<file path="src/trps_defs.svh">
// timing and encoding constants for the three rail power sequencer
`ifndef TRPS_DEFS_SVH
`define TRPS_DEFS_SVH
`define TRPS_CLK_HZ 25000000
`define TRPS_DELAY_SHORT_MS 30
`define TRPS_DELAY_MEDIUM_MS 60
`define TRPS_DELAY_LONG_MS 120
`define TRPS_OFFSET_US 400
`define TRPS_TOL_PCT 15
`define TRPS_CYC_PER_MS (`TRPS_CLK_HZ / 1000)
`define TRPS_OFFSET_CYC ((`TRPS_OFFSET_US * `TRPS_CYC_PER_MS + 999) / 1000)
`define TRPS_CNT_W 22
`define TRPS_OPT_SHORT 0
`define TRPS_OPT_MEDIUM 1
`define TRPS_OPT_LONG 2
`define TRPS_SYNC_W 4
`define TRPS_EN_BIT 0
`endif

</file>
<file path="src/trps_pkg.sv">
// types and constant functions for the three rail power sequencer
`include "trps_defs.svh"
package trps_pkg;
  typedef enum logic [2:0] {
    st_idle = 3'h0,
    st_up1 = 3'h1,
    st_up2 = 3'h3,
    st_up3 = 3'h2,
    st_on = 3'h6,
    st_dn3 = 3'h7,
    st_dn2 = 3'h5,
    st_dn1 = 3'h4
  } trps_state_type;

  typedef logic [`TRPS_CNT_W-1:0] trps_count_type;

  // nominal cycles of one delay for a timing option
  function automatic int trps_opt_cycles(input int opt);
    int ms;
    ms = `TRPS_DELAY_SHORT_MS;
    if (opt == `TRPS_OPT_MEDIUM) begin
      ms = `TRPS_DELAY_MEDIUM_MS;
    end else if (opt == `TRPS_OPT_LONG) begin
      ms = `TRPS_DELAY_LONG_MS;
    end
    return ms * `TRPS_CYC_PER_MS;
  endfunction
endpackage

</file>
<file path="src/trps_timer_if.sv">
// control link between the sequencer and its delay timer
`timescale 1ns/10ps
`default_nettype none
interface trps_timer_if;
  logic ce;
  logic load;
  trps_pkg::trps_count_type value;
  logic expired;
  modport ctrl (output ce, output load, output value, input expired);
  modport tmr (input ce, input load, input value, output expired);
endinterface
`default_nettype wire

</file>
<file path="src/trps_sync.sv">
// two flip-flop synchroniser for pin inputs
`timescale 1ns/10ps
`default_nettype none
`include "trps_defs.svh"
module trps_sync #(
  parameter int WIDTH = `TRPS_SYNC_W
) (
  // clock and reset
  input wire logic mclk,
  input wire logic rstn,
  input wire logic ce,
  // pins and synchronised copy
  input wire logic [WIDTH-1:0] d,
  output logic [WIDTH-1:0] q
);
  logic [WIDTH-1:0] meta_reg;
  logic [WIDTH-1:0] q_reg;

  // meta_reg feeds only q_reg
  always_ff @(posedge mclk) begin
    if (!rstn) begin
      meta_reg <= '0;
      q_reg <= '0;
    end else if (ce) begin
      meta_reg <= d;
      q_reg <= meta_reg;
    end
  end

  assign q = q_reg;
endmodule
`default_nettype wire

</file>
<file path="src/trps_timer.sv">
// reloadable down counter that times one sequencing step
`timescale 1ns/10ps
`default_nettype none
module trps_timer (
  // clock and reset
  input wire logic mclk,
  input wire logic rstn,
  // control link
  trps_timer_if.tmr tif
);
  trps_pkg::trps_count_type count_reg;
  logic run_reg;

  // expiry after exactly value enabled cycles from the load
  assign tif.expired = run_reg && (count_reg == trps_pkg::trps_count_type'(1)); // RULE14 RULE10

  always_ff @(posedge mclk) begin
    if (!rstn) begin
      count_reg <= '0;
      run_reg <= 1'b0;
    end else if (tif.ce) begin
      if (tif.load) begin
        count_reg <= tif.value;
        run_reg <= 1'b1;
      end else if (tif.expired) begin
        run_reg <= 1'b0;
      end else if (run_reg) begin
        count_reg <= count_reg - trps_pkg::trps_count_type'(1);
      end
    end
  end

  property p_tmr_load;
    @(posedge mclk) disable iff (!rstn)
    (tif.ce && tif.load) |=> (count_reg == $past(tif.value)) && run_reg;
  endproperty
  a_tmr_load: assert property (p_tmr_load) else $error("timer load lost"); // RULE14

  property p_tmr_freeze;
    @(posedge mclk) disable iff (!rstn)
    !tif.ce |=> $stable(count_reg) && $stable(run_reg);
  endproperty
  a_tmr_freeze: assert property (p_tmr_freeze) else $error("timer moved while frozen");

  property p_tmr_single;
    @(posedge mclk) disable iff (!rstn)
    (tif.ce && tif.expired && !tif.load) |=> !tif.expired;
  endproperty
  a_tmr_single: assert property (p_tmr_single) else $error("timer expired twice"); // RULE7
endmodule
`default_nettype wire

</file>
<file path="src/trps_top.sv">
// three rail power sequencer: enable pin in, three open-drain rail releases out
// Notes on behaviour
// (RULE1) all rails stay pulled low from reset until enable is first seen high.
// (RULE2) enable high starts power-up; rail 1 is released when the first up delay ends.
// (RULE3) rail 2 follows rail 1 after its own delay, rail 3 follows rail 2 after another.
// (RULE4) rails are released in order 1,2,3 and pulled low in order 3,2,1.
// (RULE5) enable low starts a delay after which rail 3 is pulled low.
// (RULE6) rail 2 and then rail 1 are pulled low, each after its own down delay.
// (RULE7) six separate delays exist, the three down delays set apart from the up ones.
// (RULE8) the timing option sets the nominal value of all six delays to 30, 60 or 120 ms.
// (RULE9) the first delay of each sequence is 400 us longer than the next.
// (RULE10) each delay lands within 15 percent of its nominal value.
// (RULE11) the enable pad has a weak pull-up, so an open pin counts as high.
// (RULE12) each rail release pin needs an outside pull-up to read high when released.
// (RULE13) an enable change mid-sequence reverses it, touching only rails already moved.
// (RULE14) enable is synchronised and delays are whole counts of the 40 ns clock.
`timescale 1ns/10ps
`default_nettype none
`include "trps_defs.svh"
module trps_top #(
  parameter int TIMING_OPTION = `TRPS_OPT_SHORT,
  parameter int UP_DELAY_FIRST = trps_pkg::trps_opt_cycles(TIMING_OPTION) + `TRPS_OFFSET_CYC,
  parameter int UP_DELAY_SECOND = trps_pkg::trps_opt_cycles(TIMING_OPTION),
  parameter int UP_DELAY_THIRD = trps_pkg::trps_opt_cycles(TIMING_OPTION),
  parameter int DOWN_DELAY_FIRST = trps_pkg::trps_opt_cycles(TIMING_OPTION) + `TRPS_OFFSET_CYC,
  parameter int DOWN_DELAY_SECOND = trps_pkg::trps_opt_cycles(TIMING_OPTION),
  parameter int DOWN_DELAY_THIRD = trps_pkg::trps_opt_cycles(TIMING_OPTION)
) (
  // clock and reset
  input wire logic mclk,
  input wire logic rstn,
  input wire logic clk_en,
  // enable pin
  input wire logic enable_pin,
  // rail release pins, open drain
  input wire logic rail_release_in_1,
  input wire logic rail_release_in_2,
  input wire logic rail_release_in_3,
  output logic rail_release_out_1,
  output logic rail_release_out_2,
  output logic rail_release_out_3,
  output logic rail_release_out_1_oe,
  output logic rail_release_out_2_oe,
  output logic rail_release_out_3_oe,
  // status
  output logic [2:0] rail_held_low
);
  // delays as timer loads, cut to the counter width
  localparam trps_pkg::trps_count_type UP1_CYC = trps_pkg::trps_count_type'(UP_DELAY_FIRST); // RULE8 RULE9
  localparam trps_pkg::trps_count_type UP2_CYC = trps_pkg::trps_count_type'(UP_DELAY_SECOND);
  localparam trps_pkg::trps_count_type UP3_CYC = trps_pkg::trps_count_type'(UP_DELAY_THIRD);
  localparam trps_pkg::trps_count_type DN1_CYC = trps_pkg::trps_count_type'(DOWN_DELAY_FIRST); // RULE7 RULE9
  localparam trps_pkg::trps_count_type DN2_CYC = trps_pkg::trps_count_type'(DOWN_DELAY_SECOND);
  localparam trps_pkg::trps_count_type DN3_CYC = trps_pkg::trps_count_type'(DOWN_DELAY_THIRD);

  // mask of rails released in a state, low rails first
  function automatic logic [2:0] released_of(input trps_pkg::trps_state_type st);
    logic [2:0] r;
    r = 3'h0;
    unique case (st)
      trps_pkg::st_idle, trps_pkg::st_up1: r = 3'h0;
      trps_pkg::st_up2, trps_pkg::st_dn1: r = 3'h1; // RULE4
      trps_pkg::st_up3, trps_pkg::st_dn2: r = 3'h3;
      trps_pkg::st_on, trps_pkg::st_dn3: r = 3'h7;
    endcase
    return r;
  endfunction

  trps_pkg::trps_state_type state_reg;
  trps_pkg::trps_state_type state_next;
  logic [2:0] oe_reg;
  logic [2:0] held_reg;
  logic [2:0] oe_dly1_reg;
  logic [2:0] oe_dly2_reg;
  trps_pkg::trps_count_type dwell_reg;
  logic [`TRPS_SYNC_W-1:0] pin_sync;
  wire en_sync;
  wire [2:0] rail_sync;
  wire step_done;
  wire state_moves;
  wire timed_next;

  trps_timer_if tif ();

  // enable and rail readback cross into the clock domain here
  trps_sync #(
    .WIDTH(`TRPS_SYNC_W)
  ) u_sync (
    .mclk(mclk),
    .rstn(rstn),
    .ce(clk_en),
    .d({rail_release_in_3, rail_release_in_2, rail_release_in_1, enable_pin}),
    .q(pin_sync)
  ); // RULE14

  // an open enable pin is lifted high by the pad pull-up
  assign en_sync = pin_sync[`TRPS_EN_BIT]; // RULE11
  assign rail_sync = pin_sync[3:1];

  trps_timer u_timer (
    .mclk(mclk),
    .rstn(rstn),
    .tif(tif)
  );

  assign step_done = tif.expired;

  // enable wins over a timer that ends in the same cycle
  always_comb begin
    state_next = state_reg;
    unique case (state_reg)
      trps_pkg::st_idle: begin
        if (en_sync) begin
          state_next = trps_pkg::st_up1; // RULE1 RULE2
        end
      end
      trps_pkg::st_up1: begin
        if (!en_sync) begin
          state_next = trps_pkg::st_idle; // RULE13
        end else if (step_done) begin
          state_next = trps_pkg::st_up2; // RULE2
        end
      end
      trps_pkg::st_up2: begin
        if (!en_sync) begin
          state_next = trps_pkg::st_dn1; // RULE13
        end else if (step_done) begin
          state_next = trps_pkg::st_up3; // RULE3
        end
      end
      trps_pkg::st_up3: begin
        if (!en_sync) begin
          state_next = trps_pkg::st_dn2; // RULE13
        end else if (step_done) begin
          state_next = trps_pkg::st_on; // RULE3
        end
      end
      trps_pkg::st_on: begin
        if (!en_sync) begin
          state_next = trps_pkg::st_dn3; // RULE5
        end
      end
      trps_pkg::st_dn3: begin
        if (en_sync) begin
          state_next = trps_pkg::st_on; // RULE13
        end else if (step_done) begin
          state_next = trps_pkg::st_dn2; // RULE5
        end
      end
      trps_pkg::st_dn2: begin
        if (en_sync) begin
          state_next = trps_pkg::st_up3; // RULE13
        end else if (step_done) begin
          state_next = trps_pkg::st_dn1; // RULE6
        end
      end
      trps_pkg::st_dn1: begin
        if (en_sync) begin
          state_next = trps_pkg::st_up2; // RULE13
        end else if (step_done) begin
          state_next = trps_pkg::st_idle; // RULE6
        end
      end
    endcase
  end

  // every timed state restarts the timer on entry, so a stale count never counts
  assign state_moves = (state_next != state_reg);
  assign timed_next = (state_next != trps_pkg::st_idle) && (state_next != trps_pkg::st_on);
  assign tif.ce = clk_en;
  assign tif.load = clk_en && state_moves && timed_next;
  assign tif.value = (state_next == trps_pkg::st_up1) ? UP1_CYC :
                     (state_next == trps_pkg::st_up2) ? UP2_CYC :
                     (state_next == trps_pkg::st_up3) ? UP3_CYC :
                     (state_next == trps_pkg::st_dn3) ? DN1_CYC :
                     (state_next == trps_pkg::st_dn2) ? DN2_CYC : DN3_CYC; // RULE7 RULE10

  always_ff @(posedge mclk) begin
    if (!rstn) begin
      state_reg <= trps_pkg::st_idle;
      oe_reg <= 3'h7;
    end else if (clk_en) begin
      state_reg <= state_next;
      oe_reg <= ~released_of(state_next); // RULE4
    end
  end

  // released rail that still reads low, e.g. held by its regulator
  // readback lags the drive by the synchroniser, so a fresh release waits two cycles
  // before it may count; otherwise every release would flash a false hold
  always_ff @(posedge mclk) begin
    if (!rstn) begin
      oe_dly1_reg <= 3'h7;
      oe_dly2_reg <= 3'h7;
      held_reg <= 3'h0;
    end else if (clk_en) begin
      oe_dly1_reg <= oe_reg;
      oe_dly2_reg <= oe_dly1_reg;
      held_reg <= ~oe_reg & ~oe_dly2_reg & ~rail_sync; // RULE12
    end
  end

  // cycles spent in the present state, read only by checks
  always_ff @(posedge mclk) begin
    if (!rstn) begin
      dwell_reg <= '0;
    end else if (clk_en) begin
      dwell_reg <= state_moves ? '0 : dwell_reg + trps_pkg::trps_count_type'(1);
    end
  end

  // open drain: the pin only ever pulls low
  assign rail_release_out_1 = 1'b0;
  assign rail_release_out_2 = 1'b0;
  assign rail_release_out_3 = 1'b0;
  assign rail_release_out_1_oe = oe_reg[0];
  assign rail_release_out_2_oe = oe_reg[1];
  assign rail_release_out_3_oe = oe_reg[2];
  assign rail_held_low = held_reg;

  property p_idle_low;
    @(posedge mclk) disable iff (!rstn)
    (state_reg == trps_pkg::st_idle) |-> (oe_reg == 3'h7);
  endproperty
  a_idle_low: assert property (p_idle_low) else $error("rail released while idle"); // RULE1

  property p_start_up;
    @(posedge mclk) disable iff (!rstn)
    (clk_en && state_reg == trps_pkg::st_idle && en_sync) |=>
      (state_reg == trps_pkg::st_up1) && tif.expired == 1'b0 && oe_reg == 3'h7;
  endproperty
  a_start_up: assert property (p_start_up) else $error("power-up did not start"); // RULE2

  property p_up1_len;
    @(posedge mclk) disable iff (!rstn)
    (clk_en && state_reg == trps_pkg::st_up1 && state_next == trps_pkg::st_up2) |->
      (dwell_reg == UP1_CYC - trps_pkg::trps_count_type'(1));
  endproperty
  a_up1_len: assert property (p_up1_len) else $error("first up delay wrong length"); // RULE2

  property p_up2_len;
    @(posedge mclk) disable iff (!rstn)
    (clk_en && state_reg == trps_pkg::st_up2 && state_next == trps_pkg::st_up3) |->
      (dwell_reg == UP2_CYC - trps_pkg::trps_count_type'(1));
  endproperty
  a_up2_len: assert property (p_up2_len) else $error("second up delay wrong length"); // RULE3

  property p_up3_len;
    @(posedge mclk) disable iff (!rstn)
    (clk_en && state_reg == trps_pkg::st_up3 && state_next == trps_pkg::st_on) |->
      (dwell_reg == UP3_CYC - trps_pkg::trps_count_type'(1)) ##1 (oe_reg == 3'h0);
  endproperty
  a_up3_len: assert property (p_up3_len) else $error("third up delay wrong length"); // RULE3

  property p_order;
    @(posedge mclk) disable iff (!rstn)
    (!oe_reg[2] |-> !oe_reg[1]) and (!oe_reg[1] |-> !oe_reg[0]);
  endproperty
  a_order: assert property (p_order) else $error("rails out of order"); // RULE4

  property p_dn3_len;
    @(posedge mclk) disable iff (!rstn)
    (clk_en && state_reg == trps_pkg::st_dn3 && state_next == trps_pkg::st_dn2) |->
      (dwell_reg == DN1_CYC - trps_pkg::trps_count_type'(1)) ##1 (oe_reg == 3'h4);
  endproperty
  a_dn3_len: assert property (p_dn3_len) else $error("rail 3 pulled low at wrong time"); // RULE5

  property p_dn2_len;
    @(posedge mclk) disable iff (!rstn)
    (clk_en && state_reg == trps_pkg::st_dn2 && state_next == trps_pkg::st_dn1) |->
      (dwell_reg == DN2_CYC - trps_pkg::trps_count_type'(1)) ##1 (oe_reg == 3'h6);
  endproperty
  a_dn2_len: assert property (p_dn2_len) else $error("rail 2 pulled low at wrong time"); // RULE6

  property p_dn1_len;
    @(posedge mclk) disable iff (!rstn)
    (clk_en && state_reg == trps_pkg::st_dn1 && state_next == trps_pkg::st_idle) |->
      (dwell_reg == DN3_CYC - trps_pkg::trps_count_type'(1)) ##1 (oe_reg == 3'h7);
  endproperty
  a_dn1_len: assert property (p_dn1_len) else $error("rail 1 pulled low at wrong time"); // RULE6

  property p_down_load;
    @(posedge mclk) disable iff (!rstn)
    (tif.load && state_next == trps_pkg::st_dn3) |-> (tif.value == DN1_CYC);
  endproperty
  a_down_load: assert property (p_down_load) else $error("down timer loaded wrong"); // RULE7

  property p_abort_up;
    @(posedge mclk) disable iff (!rstn)
    (clk_en && state_reg == trps_pkg::st_up3 && !en_sync) |=>
      (state_reg == trps_pkg::st_dn2) && (oe_reg == 3'h4);
  endproperty
  a_abort_up: assert property (p_abort_up) else $error("abort changed wrong rails"); // RULE13

  property p_abort_down;
    @(posedge mclk) disable iff (!rstn)
    (clk_en && state_reg == trps_pkg::st_dn3 && en_sync) |=>
      (state_reg == trps_pkg::st_on) && (oe_reg == 3'h0);
  endproperty
  a_abort_down: assert property (p_abort_down) else $error("rail 3 dropped on re-enable"); // RULE13

  property p_frozen;
    @(posedge mclk) disable iff (!rstn)
    !clk_en |=> $stable(state_reg) && $stable(oe_reg);
  endproperty
  a_frozen: assert property (p_frozen) else $error("state moved with clock disabled"); // RULE14
endmodule
`default_nettype wire

</file>
<file path="config.mk">
export PLATFORM = sky130hd
export DESIGN_NAME = trps_top
export DESIGN_NICKNAME = d
export VERILOG_FILES = /design/src/trps_pkg.sv /design/src/trps_timer_if.sv /design/src/trps_sync.sv /design/src/trps_timer.sv /design/src/trps_top.sv
export VERILOG_INCLUDE_DIRS = /design/src
export SDC_FILE = /design/constraint.sdc
export NUM_CORES = 1
export LEC_CHECK = 0
export BUFFER_PORTS_ARGS = -buffer_cell sky130_fd_sc_hd__buf_2
export CORE_UTILIZATION = 65
export DETAILED_ROUTE_END_ITERATION = 6
export PLACE_DENSITY = 0.84
export SLEW_MARGIN = 20
export SYNTH_ARGS = -nofsm -noshare
export SYNTH_HDL_FRONTEND = slang
export SYNTH_SLANG_ARGS = --single-unit
export TNS_END_PERCENT = 50
</file>
<file path="constraint.sdc">
create_clock -name mclk -period 5.2 [get_ports mclk]
set_input_delay 0.52 -clock mclk [delete_from_list [all_inputs] [get_ports mclk]]
set_output_delay 0.52 -clock mclk [all_outputs]
set_load 0.01 [all_outputs]
</file>
==> results of run 1 <==
[cells by family after synthesis]
group	share of synthesized area
flip-flops	0.353
multiplexers	0.0619
AO/OA/AOI/OAI	0.300
other	0.00144
AND/OR/NAND/NOR	0.197
adder cells (fa/ha/maj)	0.00960
XOR/XNOR	0.00336
buffers and inverters	0.0739
[cell type report]
cell class	count	area, um^2
Sequential cell	46	921
Fill cell	310	1040
Clock inverter	1	30.0
Timing Repair Buffer	13	67.6
Clock buffer	6	82.6
Inverter	10	37.5
Tap cell	48	60.1
Multi-Input combinational cell	218	1500
[final timing paths]
check | start | endpoint | slack (ns) | cells after the start
hold reg to reg | oe_dly1_reg[0] | oe_dly1_reg[0] | 0.48 | 2
setup / recovery | u_timer.count_reg[8] | u_timer.count_reg[7] | 2.37 | 5
hold / removal | rail_release_in_1 | u_sync.meta_reg[1] | 0.45 | 3
setup reg to reg | u_timer.count_reg[8] | u_timer.count_reg[7] | 2.37 | 5
[where the power goes]
| group | switching (mW) | internal (mW) | total (mW) |
|---|---|---|---|
| clock network | 0.122 | 0.154 | 0.276 |
| logic | 0.0877 | 0.0445 | 0.132 |
| registers | 0.0127 | 0.362 | 0.375 |
| total | 0.222 | 0.560 | 0.783 |
[metrics by stage]
step / total power, mW / area [um^2] / cells / util
6_report: 0.783 / 2700 / 342 / 0.721
5_1_grt: 0.813 / 2700 / 342 / 0.721
4_1_cts: 0.782 / 2700 / 342 / 0.721
3_5_place_dp: 0.510 / 2590 / 335 / 0.691
3_3_place_gp: 0.506 / 2590 / 335 / 0.691
2_1_floorplan: 0.490 / 2610 / 305 / -
[critical path, delay by kind of cell (launching register included)]
family,cells,cell delay (ns)
compound gates,2,1.22
simple gates,3,1.13
flops,1,0.38
[layout by cell type, fill, tap and decap left out, drive strengths merged, types with 5 or more instances in the layout]
cell type,instances
nor4,11
o41ai,5
nand2,16
or4,5
nor3,12
or3,5
o31ai,5
buf,13
o21ai,10
nor2,22
inv,10
nand3,6
o211ai,5
a221oi,6
a21oi,23
dfxtp,46
clkbuf,6
o22ai,5
o21a,5
a311oi,5
mux2i,15
[layer usage]
metal | part of all wire | track usage | wire [um]
met1 | 0.44 | 0.470 | 2790
met4 | 0.027 | 0.147 | 170
met2 | 0.44 | 0.464 | 2820
met5 | 0 | 0 | 0
met3 | 0.090 | 0.0885 | 572
==> flow_summary.html, run 1 <==
<table>
<tr><th>Metric</th><th>Value</th></tr>
<tr><th colspan="2">Status</th></tr>
<tr><td>Outcome</td><td>completed</td></tr>
<tr><th colspan="2">Timing</th></tr>
<tr><td>RSZ-0062 raised after global routing</td><td>no</td></tr>
<tr><td>Final setup skew</td><td>0.00725 ns</td></tr>
<tr><td>Transition time at the pin with the least slew margin</td><td>0.932 ns</td></tr>
<tr><td>Final Worst Setup Slack</td><td>2.37 ns</td></tr>
<tr><td>Final slew viol count</td><td>0</td></tr>
<tr><td>Final hold slack</td><td>0.445 ns</td></tr>
<tr><td>Final setup violation count</td><td>0</td></tr>
<tr><td>Achievable Freq</td><td>354 MHz</td></tr>
<tr><td>Part of the cycle the worst path needs</td><td>0.544</td></tr>
<tr><td>Setup tns final</td><td>0 ns</td></tr>
<tr><td>Slew Limit Headroom</td><td>0.379</td></tr>
<tr><td>Crit path time final</td><td>2.83 ns</td></tr>
<tr><td>Final hold violation count</td><td>0</td></tr>
<tr><th colspan="2">Floorplanning</th></tr>
<tr><td>Initial core utilization</td><td>0.696</td></tr>
<tr><td>I/O pin cnt</td><td>16</td></tr>
<tr><td>Die footprint</td><td>4270 um^2</td></tr>
<tr><td>Floorplan Core Area</td><td>3740 um^2</td></tr>
<tr><td>Overall die height</td><td>65.3 um</td></tr>
<tr><td>Number of rows in the core area</td><td>22</td></tr>
<tr><td>Die W</td><td>65.3 um</td></tr>
<tr><th colspan="2">Clock network</th></tr>
<tr><td>CTS Buffer Depth</td><td>2</td></tr>
<tr><td>Number of clock buffers inserted by TritonCTS</td><td>5</td></tr>
<tr><td>H-tree levels</td><td>2</td></tr>
<tr><td>TritonCTS clock tree</td><td>done</td></tr>
<tr><td>Worst-Skew Late Latency</td><td>0.31 ns</td></tr>
<tr><td>Number of clock sinks</td><td>46</td></tr>
<tr><td>Clock-pin slew of the registers on the worst-case setup and hold paths</td><td>0.09 ns</td></tr>
<tr><td>Cts repair resizes</td><td>0</td></tr>
<tr><td>Post-CTS Hold Fix Bufs</td><td>0</td></tr>
<tr><td>Setup bufs post-CTS</td><td>0</td></tr>
<tr><td>Root buffer cell</td><td>sky130_fd_sc_hd__clkbuf_8</td></tr>
<tr><th colspan="2">Yosys</th></tr>
<tr><td>Count of unique library cells instantiated by Yosys</td><td>61</td></tr>
<tr><td>Netlist area before placement</td><td>2610 um^2</td></tr>
<tr><td>Count leader, synth</td><td>sky130_fd_sc_hd__dfxtp_1</td></tr>
<tr><td>Number of standard cells after synthesis</td><td>303</td></tr>
<tr><td>Top cells by count, synth</td><td>sky130_fd_sc_hd__dfxtp_1, sky130_fd_sc_hd__a21oi_1, sky130_fd_sc_hd__nor2_1</td></tr>
<tr><td>Top-area cell type share of the netlist area</td><td>0.353</td></tr>
<tr><td>Largest cells by area after synthesis</td><td>sky130_fd_sc_hd__dfxtp_1, sky130_fd_sc_hd__mux2i_1, sky130_fd_sc_hd__a21oi_1</td></tr>
<tr><td>Biggest area consumer among synthesized cells</td><td>sky130_fd_sc_hd__dfxtp_1</td></tr>
<tr><td>Fraction of synthesis flops using an asynchronous set or reset pin</td><td>0</td></tr>
<tr><td>Post-synthesis area per instance</td><td>8.60 um^2</td></tr>
<tr><td>Post-synthesis sequential area ratio</td><td>0.353</td></tr>
<tr><td>Number of enable flip-flop cells after synthesis</td><td>0</td></tr>
<tr><td>Synthesized flop and latch total</td><td>46</td></tr>
<tr><td>Count of warnings emitted by yosys</td><td>0</td></tr>
<tr><td>Top FF cell, synth</td><td>sky130_fd_sc_hd__dfxtp_1</td></tr>
<tr><th colspan="2">Worst setup path</th></tr>
<tr><td>Worst Setup Start Kind</td><td>flop</td></tr>
<tr><td>Critical-path top delay cell</td><td>sky130_fd_sc_hd__o41ai_4</td></tr>
<tr><td>Worst path arrival time</td><td>3.04 ns</td></tr>
<tr><td>Data required time at the worst endpoint</td><td>5.42 ns</td></tr>
<tr><td>WS Path Type</td><td>flop to flop</td></tr>
<tr><td>Crit path cell chain</td><td>nor3_1 &gt; nand4_2 &gt; o41ai_4 &gt; nand2_1 &gt; a311oi_1</td></tr>
<tr><td>Category of the worst setup path capture point</td><td>flop</td></tr>
<tr><td>Peak fanout along the critical path</td><td>13</td></tr>
<tr><td>Largest stage delay, worst path</td><td>0.92 ns</td></tr>
<tr><th colspan="2">Placed design</th></tr>
<tr><td>Count of buffers from port buffering</td><td>12</td></tr>
<tr><td>Pre-CTS WS</td><td>2.47 ns</td></tr>
<tr><td>HPWL Detailed</td><td>4280 um</td></tr>
<tr><td>Last weighted congestion value of the routability-driven placer</td><td>1.03</td></tr>
<tr><th colspan="2">Routing</th></tr>
<tr><td>Wire length per cell after detailed routing</td><td>18.6 um</td></tr>
<tr><td>DRC violations left</td><td>0</td></tr>
<tr><td>Average via count per standard cell</td><td>7.06</td></tr>
<tr><td>Router iterations before antenna repair</td><td>5</td></tr>
<tr><td>Overall routed net length</td><td>6350 um</td></tr>
<tr><td>Via count of the routed design</td><td>2414</td></tr>
<tr><td>Count of routing violations after the opening detailed-route iteration</td><td>350</td></tr>
<tr><td>Count of antenna-violating nets left after detailed routing</td><td>0</td></tr>
<tr><th colspan="2">Hold path</th></tr>
<tr><td>Kind of path behind the tightest hold check</td><td>primary input to flop</td></tr>
<tr><th colspan="2">Global route</th></tr>
<tr><td>Antenna violations before repair</td><td>0</td></tr>
<tr><td>First-pass GRT wire length</td><td>10700 um</td></tr>
<tr><td>Pin count of the biggest net entering global routing</td><td>45</td></tr>
<tr><td>Global-route total usage across every layer</td><td>0.331</td></tr>
<tr><td>Via count of the first global-routing pass</td><td>2153</td></tr>
<tr><td>Overall overflow remaining after global route</td><td>0</td></tr>
<tr><th colspan="2">Power</th></tr>
<tr><td>Power Dens Cells</td><td>290 nW/um^2</td></tr>
<tr><td>Lkg Pwr</td><td>1.01 nW</td></tr>
<tr><td>Maximum ir drop on the vdd rail</td><td>0.000186 V</td></tr>
<tr><th colspan="2">Finish</th></tr>
<tr><td>Ant diodes</td><td>0</td></tr>
<tr><td>Final nets</td><td>303</td></tr>
<tr><td>Layout overhead on the synthesized area</td><td>3.55%</td></tr>
<tr><td>Layout cell share with drive strength beyond 1</td><td>0.116</td></tr>
<tr><td>Flip-flop count of the largest register, all copies and words added</td><td>22</td></tr>
<tr><th colspan="2">Run</th></tr>
<tr><td># Max-Cap Violations</td><td>0</td></tr>
</table>
(Power assumes the default switching activity.)
==> inputs of run 2 (changes only) <==
--- a/config.mk
+++ b/config.mk
@@ -7,9 +7,9 @@
 export NUM_CORES = 1
 export LEC_CHECK = 0
 export BUFFER_PORTS_ARGS = -buffer_cell sky130_fd_sc_hd__buf_2
-export CORE_UTILIZATION = 65
+export CORE_UTILIZATION = 60
 export DETAILED_ROUTE_END_ITERATION = 6
-export PLACE_DENSITY = 0.84
+export PLACE_DENSITY = 0.79
 export SLEW_MARGIN = 20
 export SYNTH_ARGS = -nofsm -noshare
 export SYNTH_HDL_FRONTEND = slang
==> constraint.sdc (replaced) <==
create_clock -name mclk -period 2.7 [get_ports mclk]
set_input_delay 0.27 -clock mclk [delete_from_list [all_inputs] [get_ports mclk]]
set_output_delay 0.27 -clock mclk [all_outputs]
set_load 0.01 [all_outputs]
==> run 2 against run 1 <==
First-iteration DRC count shrank 26%. Sequential cell count unchanged. Non-clock buffer count is 14 higher. Critical path depth rose by 1. Total power is 83% higher. Wire length shrank 0.87%. Cell count up 5.0%. Design area rose by 3.3%. Worst hold slack worse by 0.24 ns. Count of clock-buffer cells in the layout unchanged. Via count increased by 1.6%. Register-to-register slack got worse by 2.2 ns. Critical endpoint is now u_timer.count_reg[14]. Highest routed layer unchanged.
==> flow_summary.html, run 2 (synthesis gave the netlist of run 1 again) <==
<table>
<tr><th>Metric</th><th>Value</th></tr>
<tr><th colspan="2">Status</th></tr>
<tr><td>Outcome</td><td>completed</td></tr>
<tr><th colspan="2">Clock network</th></tr>
<tr><td>TritonCTS clock tree</td><td>done</td></tr>
<tr><td>H-tree levels</td><td>2 (unchanged)</td></tr>
<tr><td>Clock-pin slew of the registers on the worst-case setup and hold paths</td><td>0.08 ns (about the same)</td></tr>
<tr><td>Post-CTS Hold Fix Bufs</td><td>0 (unchanged)</td></tr>
<tr><td>Cts repair resizes</td><td>0 (unchanged)</td></tr>
<tr><td>Setup bufs post-CTS</td><td>0 (unchanged)</td></tr>
<tr><td>Number of clock sinks</td><td>46 (unchanged)</td></tr>
<tr><td>Worst-Skew Late Latency</td><td>0.30 ns (about the same)</td></tr>
<tr><td>Root buffer cell</td><td>sky130_fd_sc_hd__clkbuf_8</td></tr>
<tr><td>CTS Buffer Depth</td><td>2 (unchanged)</td></tr>
<tr><td>Number of clock buffers inserted by TritonCTS</td><td>5 (unchanged)</td></tr>
<tr><th colspan="2">Placed design</th></tr>
<tr><td>Last weighted congestion value of the routability-driven placer</td><td>0.962 (-6.7%)</td></tr>
<tr><td>HPWL Detailed</td><td>4350 um (+1.7%)</td></tr>
<tr><td>Count of buffers from port buffering</td><td>12 (unchanged)</td></tr>
<tr><th colspan="2">Routing</th></tr>
<tr><td>Wire length per cell after detailed routing</td><td>17.5 um (-5.6%)</td></tr>
<tr><td>Via count of the routed design</td><td>2452 (+1.6%)</td></tr>
<tr><td>Router iterations before antenna repair</td><td>5 (unchanged)</td></tr>
<tr><td>DRC violations left</td><td>0 (unchanged)</td></tr>
<tr><td>Count of routing violations after the opening detailed-route iteration</td><td>260 (-26%)</td></tr>
<tr><td>Average via count per standard cell</td><td>6.83 (-3.2%)</td></tr>
<tr><td>Overall routed net length</td><td>6290 um (-0.87%)</td></tr>
<tr><td>Count of antenna-violating nets left after detailed routing</td><td>0 (unchanged)</td></tr>
<tr><th colspan="2">Power</th></tr>
<tr><td>Internal power contribution</td><td>1.00 mW (+79%)</td></tr>
<tr><td>Switching share of power</td><td>0.298 (+0.0141)</td></tr>
<tr><td>Maximum ir drop on the vdd rail</td><td>0.000358 V (+93%)</td></tr>
<tr><td>Power Dens Cells</td><td>513 nW/um^2 (+77%)</td></tr>
<tr><td>Power Total</td><td>1.43 mW (+83%)</td></tr>
<tr><td>Share of power burned in the clock network</td><td>0.307 (-0.045)</td></tr>
<tr><td>Lkg Pwr</td><td>1.07 nW (+5.6%)</td></tr>
<tr><td>Sw Pwr</td><td>0.427 mW (+92%)</td></tr>
<tr><td>Combinational power share</td><td>0.192 (+0.023)</td></tr>
<tr><td>Reg power frac</td><td>0.502 (+0.023)</td></tr>
<tr><th colspan="2">Worst setup path</th></tr>
<tr><td>WS Path Type</td><td>flop to flop</td></tr>
<tr><td>Worst path top cell family by delay</td><td>compound AO/OA/AOI/OAI gates</td></tr>
<tr><td>Buf+Inv Stages, Crit Path</td><td>0 (unchanged)</td></tr>
<tr><td>Register-to-register setup slack</td><td>0.21 ns (-2.16 ns)</td></tr>
<tr><td>Critical path startpoint</td><td>u_timer.count_reg[0]</td></tr>
<tr><td>Worst Setup Start Kind</td><td>flop</td></tr>
<tr><td>Peak fanout along the critical path</td><td>14 (+1)</td></tr>
<tr><td>Worst path arrival time</td><td>2.67 ns (-0.37 ns)</td></tr>
<tr><td>End point of the critical path</td><td>u_timer.count_reg[14]</td></tr>
<tr><td>Critical-path top delay cell</td><td>sky130_fd_sc_hd__o41a_1</td></tr>
<tr><td>RR Endpoint</td><td>u_timer.count_reg[14]</td></tr>
<tr><td>Worst r2r src</td><td>u_timer.count_reg[0]</td></tr>
<tr><td>Largest stage delay, worst path</td><td>0.65 ns (-0.27 ns)</td></tr>
<tr><td>Data required time at the worst endpoint</td><td>2.88 ns (-2.54 ns)</td></tr>
<tr><td>Critical Path Stages</td><td>6 (+1)</td></tr>
<tr><td>Category of the worst setup path capture point</td><td>flop</td></tr>
<tr><td>Crit path cell chain</td><td>ha_1 &gt; nor4b_1 &gt; nand2_1 &gt; o41a_1 &gt; o21ai_0 &gt; o22ai_1</td></tr>
<tr><td>Cells on worst reg2reg path</td><td>6 (+1)</td></tr>
<tr><th colspan="2">Finish</th></tr>
<tr><td>Ant diodes</td><td>0 (unchanged)</td></tr>
<tr><td>Layout overhead on the synthesized area</td><td>7.01%</td></tr>
<tr><td>Leading cell type in the layout, fill and taps excluded</td><td>sky130_fd_sc_hd__dfxtp_1</td></tr>
<tr><td>Final nets</td><td>317 (+4.6%)</td></tr>
<tr><td>Layout cell share with drive strength beyond 1</td><td>0.159 (+0.0429)</td></tr>
<tr><td>Commonest cells after routing, fill and taps aside</td><td>sky130_fd_sc_hd__dfxtp_1, sky130_fd_sc_hd__a21oi_1, sky130_fd_sc_hd__nor2_1</td></tr>
<tr><td>Final cell utilization of the core</td><td>0.682 (-0.0384)</td></tr>
<tr><td>Flip-flop count of the largest register, all copies and words added</td><td>22 (unchanged)</td></tr>
<tr><th colspan="2">Floorplanning</th></tr>
<tr><td>Overall die height</td><td>67.9 um (+4.0%)</td></tr>
<tr><td>Floorplan Core Area</td><td>4090 um^2 (+9.2%)</td></tr>
<tr><td>I/O pin cnt</td><td>16 (unchanged)</td></tr>
<tr><td>Die footprint</td><td>4610 um^2 (+8.1%)</td></tr>
<tr><td>Number of rows in the core area</td><td>23 (+4.5%)</td></tr>
<tr><td>Die W</td><td>67.9 um (+4.0%)</td></tr>
<tr><td>Initial core utilization</td><td>0.638 (-0.0584)</td></tr>
<tr><th colspan="2">Timing</th></tr>
<tr><td>Final setup skew</td><td>0.00268 ns (-0.00457 ns)</td></tr>
<tr><td>Slew Limit Headroom</td><td>0.329 (-0.0493)</td></tr>
<tr><td>Crit path time final</td><td>2.49 ns (-0.336 ns)</td></tr>
<tr><td>RSZ-0062 raised after global routing</td><td>no</td></tr>
<tr><td>Final slew viol count</td><td>0 (unchanged)</td></tr>
<tr><td>Final hold violation count</td><td>0 (unchanged)</td></tr>
<tr><td>Part of the cycle the worst path needs</td><td>0.923 (+0.379)</td></tr>
<tr><td>Setup tns final</td><td>0 ns (unchanged)</td></tr>
<tr><td>Final setup violation count</td><td>0 (unchanged)</td></tr>
<tr><td>Achievable Freq</td><td>401 MHz (+13%)</td></tr>
<tr><td>Transition time at the pin with the least slew margin</td><td>1.00 ns (+0.0728 ns)</td></tr>
<tr><th colspan="2">Global route</th></tr>
<tr><td>Pin count of the biggest net entering global routing</td><td>32 (-29%)</td></tr>
<tr><td>First-pass GRT wire length</td><td>10300 um (-4.1%)</td></tr>
<tr><td>Antenna violations before repair</td><td>0 (unchanged)</td></tr>
<tr><td>Overall overflow remaining after global route</td><td>0 (unchanged)</td></tr>
<tr><td>Global-route total usage across every layer</td><td>0.295 (-0.0364)</td></tr>
<tr><td>Via count of the first global-routing pass</td><td>2186 (+1.5%)</td></tr>
<tr><th colspan="2">Hold path</th></tr>
<tr><td>Kind of path behind the tightest hold check</td><td>primary input to flop</td></tr>
<tr><td>Min-Delay Startpoint</td><td>rail_release_in_3</td></tr>
<tr><th colspan="2">Run</th></tr>
<tr><td># Max-Cap Violations</td><td>0 (unchanged)</td></tr>
</table>
[run 2: cell count changes in the layout (fill, tap and decap cells not counted), sizes merged]
cell,before,now
bufinv,1,0
buf,13,27
clkinv,0,1
clkinvlp,0,1
[run 2: how the worst min path moves through the flow]
stage,slack (ns),endpoint,depth (start not counted)
2_1_floorplan,0.41,state_reg[0],2
3_3_place_gp,0.46,oe_dly1_reg[1],2
3_5_place_dp,0.46,oe_dly1_reg[0],2
4_1_cts,0.21,u_sync.meta_reg[1],3
5_1_grt,0.21,u_sync.meta_reg[3],3
6_report,0.20,u_sync.meta_reg[3],3
[run 2: routing by layer]
metal / global-route usage / up-vias / share of wire
met5: 0 / - / 0
met4: 0.125 / 0 / 0.018
met3: 0.0550 / 15 / 0.073
met2: 0.448 / 112 / 0.45
met1: 0.405 / 1153 / 0.46
li1: - / 1172 / -
[run 2: cell type report]
cell class / instances / area, um^2
inverter: 10 / 37.5
sequential: 46 / 921
tap: 50 / 62.6
clock inverter: 2 / 12.5
timing repair buffer: 27 / 173
clock buffer: 6 / 82.6
fill: 359 / 1300
multi-input combinational: 218 / 1500
[run 2: power by group through the flow]
stage               clock, mW  combinational, mW  sequential (mW)
floorplan                   0              0.215            0.728
global placement            0              0.263            0.733
detailed placement          0              0.266            0.734
CTS                     0.445              0.267            0.718
global route            0.475              0.297            0.722
finish                  0.439              0.274            0.718
[run 2: tightest hold or removal path: cells and delay by family]
kind,cells,cell delay (ns)
buffers and inverters,1,0.07
AND/OR/NAND/NOR,1,0.07
multiplexers,1,0.05
[run 2: per-stage QoR]
stage | hold slack, ns | cells | setup WS, ns | instance area (um^2)
final | 0.204 | 359 | 0.208 | 2790
after global routing | 0.214 | 359 | 0.0592 | 2790
after CTS | 0.207 | 359 | 0.238 | 2790
after detailed placement | 0.463 | 351 | 0.253 | 2690
after global placement | 0.457 | 351 | 0.232 | 2690
after floorplan | 0.408 | 305 | 0.583 | 2610
